--- src/hw/ppdc_pkg.sv ---
// Constants shared by the printer port direction block
package ppdc_pkg;

    // Register byte offsets
    localparam logic [7:0] OFF_DATA      = 8'h00;
    localparam logic [7:0] OFF_STATUS    = 8'h04;
    localparam logic [7:0] OFF_CONTROL   = 8'h08;
    localparam logic [7:0] OFF_MODE      = 8'h0C;
    localparam logic [7:0] OFF_IRQ_STAT  = 8'h10;
    localparam logic [7:0] OFF_IRQ_MASK  = 8'h14;

    // Control register fields
    localparam int CTRL_IRQ_EN_BIT = 4;
    localparam int CTRL_DIR_BIT    = 5;

    // Mode register fields
    localparam int MODE_LINE_SEL_BIT = 0;
    localparam int MODE_DIR_STRAP_BIT = 1;
    localparam int MODE_EXT_BIT      = 7;

    // Status register fields
    localparam int STAT_PAPER_OUT_BIT = 0;
    localparam int STAT_DONE_BIT      = 1;
    localparam int STAT_DIR_IN_BIT    = 2;

    // Interrupt event bits
    localparam int EVT_PAPER_OUT = 0;
    localparam int EVT_DONE      = 1;
    localparam int EVT_W         = 2;

    // Values after reset
    localparam logic [7:0]       RST_DATA      = 8'h00;
    localparam logic [7:0]       RST_CONTROL   = 8'h00;
    localparam logic [EVT_W-1:0] RST_IRQ       = 2'h0;
    localparam logic             RST_EXT       = 1'b0;
    localparam logic             RST_DIR_STRAP = 1'b1;

    // Bus data phase states
    typedef enum logic [3:0] {
        BUS_IDLE  = 4'b0001,
        BUS_WRITE = 4'b0010,
        BUS_RWAIT = 4'b0100,
        BUS_RDONE = 4'b1000
    } ppdc_bus_e;

endpackage

--- src/hw/ppdc_strap.sv ---
// Strap capture for mode and direction straps after reset release
`timescale 1ns/1ps
module ppdc_strap
    import ppdc_pkg::*;
(
    input  wire logic hclk,
    input  wire logic hresetn,
    input  wire logic mode_strap_pin,
    input  wire logic direction_strap_pin,
    output logic      extended_mode_bit,
    output logic      dir_strap,
    output logic      captured
);

    // First edge after release takes the pins once; afterwards they hold
    always_ff @(posedge hclk or negedge hresetn)
    begin
        if (!hresetn)
        begin
            extended_mode_bit <= RST_EXT;
            dir_strap         <= RST_DIR_STRAP;
            captured          <= 1'b0;
        end
        else if (!captured)
        begin
            extended_mode_bit <= ~mode_strap_pin;
            dir_strap         <= direction_strap_pin;
            captured          <= 1'b1;
        end
    end

endmodule

--- src/hw/ppdc_top.sv ---
// Printer port data direction, mode straps and register slave
//
// What this block does
// - Low mode strap at reset sets extended mode
// - Extended mode: direction from control bit five
// - High mode strap clears extended, selects compatible
// - Direction strap fixes direction only in compatible
// - Strap zero drives printer, one reads scanner
// - Eight data lines carry bytes both ways
// - Control bit four lets interrupt follow done
//
// Design decisions made here: register access over AHB-Lite and the placing of the registers.
`timescale 1ns/1ps
module ppdc_top
    import ppdc_pkg::*;
(
    input  wire logic        hclk,
    input  wire logic        hresetn,
    input  wire logic        hsel,
    input  wire logic [31:0] haddr,
    input  wire logic [1:0]  htrans,
    input  wire logic        hwrite,
    input  wire logic [2:0]  hsize,
    input  wire logic [31:0] hwdata,
    input  wire logic        hready,
    output logic             hreadyout,
    output logic             hresp,
    output logic [31:0]      hrdata,
    output logic             irq,
    input  wire logic        mode_strap_pin,
    input  wire logic        direction_strap_pin,
    input  wire logic [7:0]  port_data_lines_in,
    output logic [7:0]       port_data_lines_out,
    output logic             port_data_lines_oe_n,
    input  wire logic        paper_out_input,
    input  wire logic        printer_done_pulse,
    output logic             printer_interrupt_line_a_out,
    output logic             printer_interrupt_line_a_oe_n,
    output logic             printer_interrupt_line_b_out,
    output logic             printer_interrupt_line_b_oe_n
);

    ppdc_bus_e        state;
    ppdc_bus_e        next_state;
    logic [7:0]       addr_q;
    logic [7:0]       data_reg;
    logic [7:0]       control;
    logic             line_sel;
    logic [EVT_W-1:0] irq_stat;
    logic [EVT_W-1:0] irq_mask;
    logic [7:0]       lines_q;
    logic             paper_q;
    logic             done_q;
    logic             extended_mode_bit;
    logic             dir_strap;
    logic             captured;

    // Strap capture
    ppdc_strap u_strap (
        .hclk                (hclk),
        .hresetn             (hresetn),
        .mode_strap_pin      (mode_strap_pin),
        .direction_strap_pin (direction_strap_pin),
        .extended_mode_bit   (extended_mode_bit),
        .dir_strap           (dir_strap),
        .captured            (captured)
    );

    // Address phase decode and byte-wide write strobes
    wire       accept    = hsel & htrans[1] & hready;
    wire       wr_en     = (state == BUS_WRITE);
    wire       wr_data   = wr_en & (addr_q == OFF_DATA);
    wire       wr_ctrl   = wr_en & (addr_q == OFF_CONTROL);
    wire       wr_mode   = wr_en & (addr_q == OFF_MODE);
    wire       wr_istat  = wr_en & (addr_q == OFF_IRQ_STAT);
    wire       wr_imask  = wr_en & (addr_q == OFF_IRQ_MASK);

    // Current direction: one means input from the peripheral
    wire       dir_in    = extended_mode_bit ? control[CTRL_DIR_BIT]
                                             : dir_strap;
    wire       irq_en    = control[CTRL_IRQ_EN_BIT];

    // Events raised on rising edges of the peripheral inputs
    wire [EVT_W-1:0] evt = {printer_done_pulse & ~done_q,
                            paper_out_input & ~paper_q};

    // Read value selection
    wire [7:0] data_view = dir_in ? lines_q : data_reg;
    wire [7:0] status_v  = {5'h00, dir_in, done_q, paper_q};
    wire [7:0] mode_v    = {extended_mode_bit, 5'h00, dir_strap, line_sel};
    wire [31:0] rd_value =
        (addr_q == OFF_DATA)     ? {24'h000000, data_view} :
        (addr_q == OFF_STATUS)   ? {24'h000000, status_v}  :
        (addr_q == OFF_CONTROL)  ? {24'h000000, control}   :
        (addr_q == OFF_MODE)     ? {24'h000000, mode_v}    :
        (addr_q == OFF_IRQ_STAT) ? {30'h00000000, irq_stat} :
        (addr_q == OFF_IRQ_MASK) ? {30'h00000000, irq_mask} :
                                   32'h00000000;

    // Bus answers: reads take one wait cycle, response always okay
    assign hreadyout = (state != BUS_RWAIT);
    assign hresp     = 1'b0;
    assign irq       = |(irq_stat & irq_mask);

    // Pin drive: enables are active low
    assign port_data_lines_oe_n          = dir_in;
    assign port_data_lines_out           = data_reg;
    assign printer_interrupt_line_a_out  = done_q;
    assign printer_interrupt_line_b_out  = done_q;
    assign printer_interrupt_line_a_oe_n = ~(irq_en & ~line_sel);
    assign printer_interrupt_line_b_oe_n = ~(irq_en & line_sel);

    // Data phase sequencing
    always_comb
    begin
        next_state = BUS_IDLE;
        unique case (state)
            BUS_RWAIT: next_state = BUS_RDONE;
            BUS_IDLE, BUS_WRITE, BUS_RDONE:
            begin
                if (accept)
                    next_state = hwrite ? BUS_WRITE : BUS_RWAIT;
            end
            default: next_state = BUS_IDLE;
        endcase
    end

    // Bus state, held address and read data
    always_ff @(posedge hclk or negedge hresetn)
    begin
        if (!hresetn)
        begin
            state  <= BUS_IDLE;
            addr_q <= 8'h00;
            hrdata <= 32'h00000000;
        end
        else
        begin
            state <= next_state;
            if (accept)
                addr_q <= haddr[7:0];
            if (state == BUS_RWAIT)
                hrdata <= rd_value;
        end
    end

    // Software-written registers
    always_ff @(posedge hclk or negedge hresetn)
    begin
        if (!hresetn)
        begin
            data_reg <= RST_DATA;
            control  <= RST_CONTROL;
            line_sel <= 1'b0;
            irq_mask <= RST_IRQ;
        end
        else
        begin
            if (wr_data)
                data_reg <= hwdata[7:0];
            if (wr_ctrl)
                control <= hwdata[7:0];
            if (wr_mode)
                line_sel <= hwdata[MODE_LINE_SEL_BIT];
            if (wr_imask)
                irq_mask <= hwdata[EVT_W-1:0];
        end
    end

    // Sticky events; a new event beats a write-one clear
    always_ff @(posedge hclk or negedge hresetn)
    begin
        if (!hresetn)
            irq_stat <= RST_IRQ;
        else
            irq_stat <= (irq_stat & ~(wr_istat ? hwdata[EVT_W-1:0] : 2'h0)) | evt;
    end

    // Input sampling for reads and edge detection
    always_ff @(posedge hclk or negedge hresetn)
    begin
        if (!hresetn)
        begin
            lines_q <= 8'h00;
            paper_q <= 1'b0;
            done_q  <= 1'b0;
        end
        else
        begin
            lines_q <= port_data_lines_in;
            paper_q <= paper_out_input;
            done_q  <= printer_done_pulse;
        end
    end
endmodule

--- config.mk ---
export PLATFORM = sky130hd
export DESIGN_NAME = ppdc_top
export DESIGN_NICKNAME = d
export VERILOG_FILES = /design/src/hw/ppdc_pkg.sv /design/src/hw/ppdc_strap.sv /design/src/hw/ppdc_top.sv
export SDC_FILE = /design/constraint.sdc
export NUM_CORES = 1
export LEC_CHECK = 0
export BUFFER_PORTS_ARGS = -buffer_cell sky130_fd_sc_hd__buf_2
export CELL_PAD_IN_SITES_DETAIL_PLACEMENT = 1
export CELL_PAD_IN_SITES_GLOBAL_PLACEMENT = 1
export CORE_UTILIZATION = 36
export DETAILED_ROUTE_END_ITERATION = 8
export HOLD_SLACK_MARGIN = 0.08
export MAX_ROUTING_LAYER = met4
export PLACE_DENSITY_LB_ADDON = 0.1
export REMOVE_ABC_BUFFERS = 1
export SYNTH_ARGS = -nofsm -noshare
export SYNTH_HDL_FRONTEND = slang
export SYNTH_SLANG_ARGS = --single-unit
--- constraint.sdc ---
create_clock -name hclk -period 4.9 [get_ports hclk]
set_input_delay 0.49 -clock hclk [delete_from_list [all_inputs] [get_ports hclk]]
set_output_delay 0.49 -clock hclk [all_outputs]
set_load 0.03 [all_outputs]
==> results_dict.tcl <==
set metrics [dict create \
    htreeDepth 2 \
    drtAntennaViolNets 0 \
    post_drt_wl_per_cell_um 14.4 \
    dr.first_iter.drc_count 40 \
    hpwl_um 3980 \
    period_share 0.466 \
    tritoncts "done" \
    worst_pin_slew_ns 0.684 \
    core_um2 6870 \
    clk_pin_slew_worst_paths_ns 0.10 \
    final_common_cell "buf_2" \
    cts_sinks 54 \
    pin_count 134 \
    cp-endpoint "hreadyout" \
    ir_drop_mv 0.129 \
    ys_seq_area_frac 0.520 \
    mostFrequentLayoutCells "56 x buf_2, 52 x dfrtp_1, 29 x mux2_2, 26 x conb_1, 20 x nand2_1" \
    numPortBuffers 56 \
    min_path_type "input pin to flop" \
    dieArea_um2 7570 \
    timing.hold.ws_ns 0.283 \
    final_hold_viol_count 0 \
    chipWidth_um 87.0 \
    skew_ns 0.0124 \
    setup_viol 0 \
    critPathArrivalTime_ns 1.79 \
    relSlewSlack 0.544 \
    max-cap-violations 0 \
    synthCells 223 \
    synth.largest_area_cell "dfrtp_1" \
    wirelength_um 5410 \
    syn-cell-area_um2 2600 \
    critPathLaunch "state[1]" \
    areaGrowthSynthToFinish_pct 15.2 \
    ys_types 40 \
    finalSetupTns_ns 0 \
    cts_hold_buffers 0 \
    grt_max_degree 55 \
    powerDensity_nw_per_um2 358 \
    cts_root_buf "clkbuf_8" \
    r2r_cells 3 \
    clk_latency_ns 0.30 \
    drcViolationCount 0 \
    rows 30 \
    gp_congestion 0.721 \
    antenna_found_initial 0 \
    reg2reg_slack_ns 3.00 \
    cts_max_path_buffers 2 \
    die_y_um 87.0 \
    yosysWarnings 0 \
    ys_ff_latch 54 \
    first_global_vias 1764 \
    vias 1740 \
    grt_first_pass_wirelength_um 8810 \
    layout.nets 365 \
    worstPathRequired_ns 4.41 \
    worstSetupPathType "flop to output pin" \
    cp-start-kind "flop" \
    rsz0062_at_grt "false" \
    timing.final.ws_setup_ns 2.62 \
    initial_core_util 0.379 \
    cp-end-kind "output pin" \
    synth.area.top_cells "dfrtp_1 50%, mux2_2 13%, buf_4 7.5%, mux2i_1 3.1%, nand2_1 2.9%" \
    cts_made_buffers 5 \
    status "finished, final reports clean" \
    diodes 0 \
    ctsResizeCount 0 \
    dp_slack_ns 2.91 \
    design_area_um2 3000 \
    r2r_start "addr_q[2]" \
    power_leakage_nw 1.40 \
    drive_gt1_frac 0.368 \
    syn_area_per_cell_um2 11.7 \
    drtPass1Iterations 4 \
    path_max_fanout 11 \
    cts_setup_buffers 0 \
    viasPerCell 4.63 \
    reg2reg_to "port_data_lines_out[3]" \
    yosys.area.top_type_share 0.500 \
    fmax_mhz 438 \
    placed_area_um2 2880 \
    fin_crit_ns 2.28 \
    timing.final.max_slew_violations 0 \
    grt_overflow 0 \
    grt_usage 0.160 \
]
[per-stage QoR]
step | utilization | std cells | total power (W)
after floorplan | - | 215 | 0.000698
after global placement | 0.419 | 368 | 0.000768
after detailed placement | 0.419 | 368 | 0.000775
after global routing | 0.436 | 376 | 0.00113
final | 0.436 | 376 | 0.00107
after CTS | 0.436 | 376 | 0.00109
[sequential cells by signal (all words and copies together) (netlist names)]
register,flops
port_data_lines_out,8
state,4
hrdata,8
printer_interrupt_line_a_out,1
u_strap.dir_strap,1
irq_mask,2
u_strap.captured,1
lines_q,8
u_strap.extended_mode_bit,1
control,8
irq_stat,2
addr_q,8
line_sel,1
paper_q,1
[worst min path at each step]
| stage | from | endpoint | slack, ns | cells after the start |
|---|---|---|---|---|
| final | port_data_lines_in[1] | lines_q[1] | 0.28 | 1 |
| after global routing | port_data_lines_in[1] | lines_q[1] | 0.26 | 1 |
| after CTS | port_data_lines_in[1] | lines_q[1] | 0.28 | 1 |
| after detailed placement | hrdata[3] | hrdata[3] | 0.48 | 2 |
| after global placement | hrdata[6] | hrdata[6] | 0.46 | 2 |
| after floorplan | hresetn | addr_q[0] | 0.19 | 0 |
[worst max-delay path, cell delays in order (launching register included)]
cell	delay, ns
dfrtp_1	0.46
nor4b_4	0.50
inv_1	0.29
buf_2	0.26
[synth_stat cells]
cell type,count
mux2i_1,8
conb_1,2
nor2_4,1
o31ai_1,1
mux2i_4,1
a31oi_1,1
nor3_1,1
nand2b_1,6
xnor2_1,1
nor4_2,1
inv_1,6
nand2_4,1
dfstp_2,2
buf_4,26
dfrtp_1,52
a22o_1,3
nor4_4,1
a221oi_1,2
buf_2,1
nand3_1,1
and3b_1,1
clkbuf_1,4
nor4b_1,1
and4_1,1
a21oi_1,5
a22oi_1,3
o21ai_0,14
a21o_1,2
nor2_1,13
nand2_1,20
and3_1,2
nor4b_4,2
o32a_1,1
o22ai_1,2
clkbuf_2,1
o311ai_0,1
nand3_2,1
and2b_1,1
nor2b_1,1
mux2_2,29
[area by class of cell]
| class | instances | area (um^2) |
|---|---|---|
| fill | 776 | 3870 |
| sequential | 54 | 1350 |
| multi-input combinational | 155 | 1090 |
| timing repair buffer | 57 | 288 |
| tap | 96 | 120 |
| clock buffer | 7 | 86.3 |
| clock inverter | 1 | 30.0 |
| inverter | 6 | 22.5 |
[layer usage]
metal,routed length [um],GRT usage,vias to the layer above
met5,0,-,-
met4,46,0.0455,0
met1,2550,0.215,851
li1,-,-,833
met2,2560,0.247,52
met3,250,0.0322,4
[kinds of logic (layout without fill, tap and decap cells)]
logic type / count (synthesis) / after routing / share of synthesized area
compound gates: 35 / 35 / 0.0851
buf+inv: 38 / 71 / 0.0933
other cells: 2 / 26 / 0.00289
xor+xnor: 1 / 1 / 0.00337
simple gates: 55 / 55 / 0.130
flops: 54 / 54 / 0.520
mux: 38 / 38 / 0.165
[power breakdown]
part / switching [W] / internal (W)
registers: 0.0000558 / 0.000492
logic: 0.000130 / 0.0000834
clock network: 0.000143 / 0.000167
total: 0.000329 / 0.000742
(Power assumes the default switching activity.)
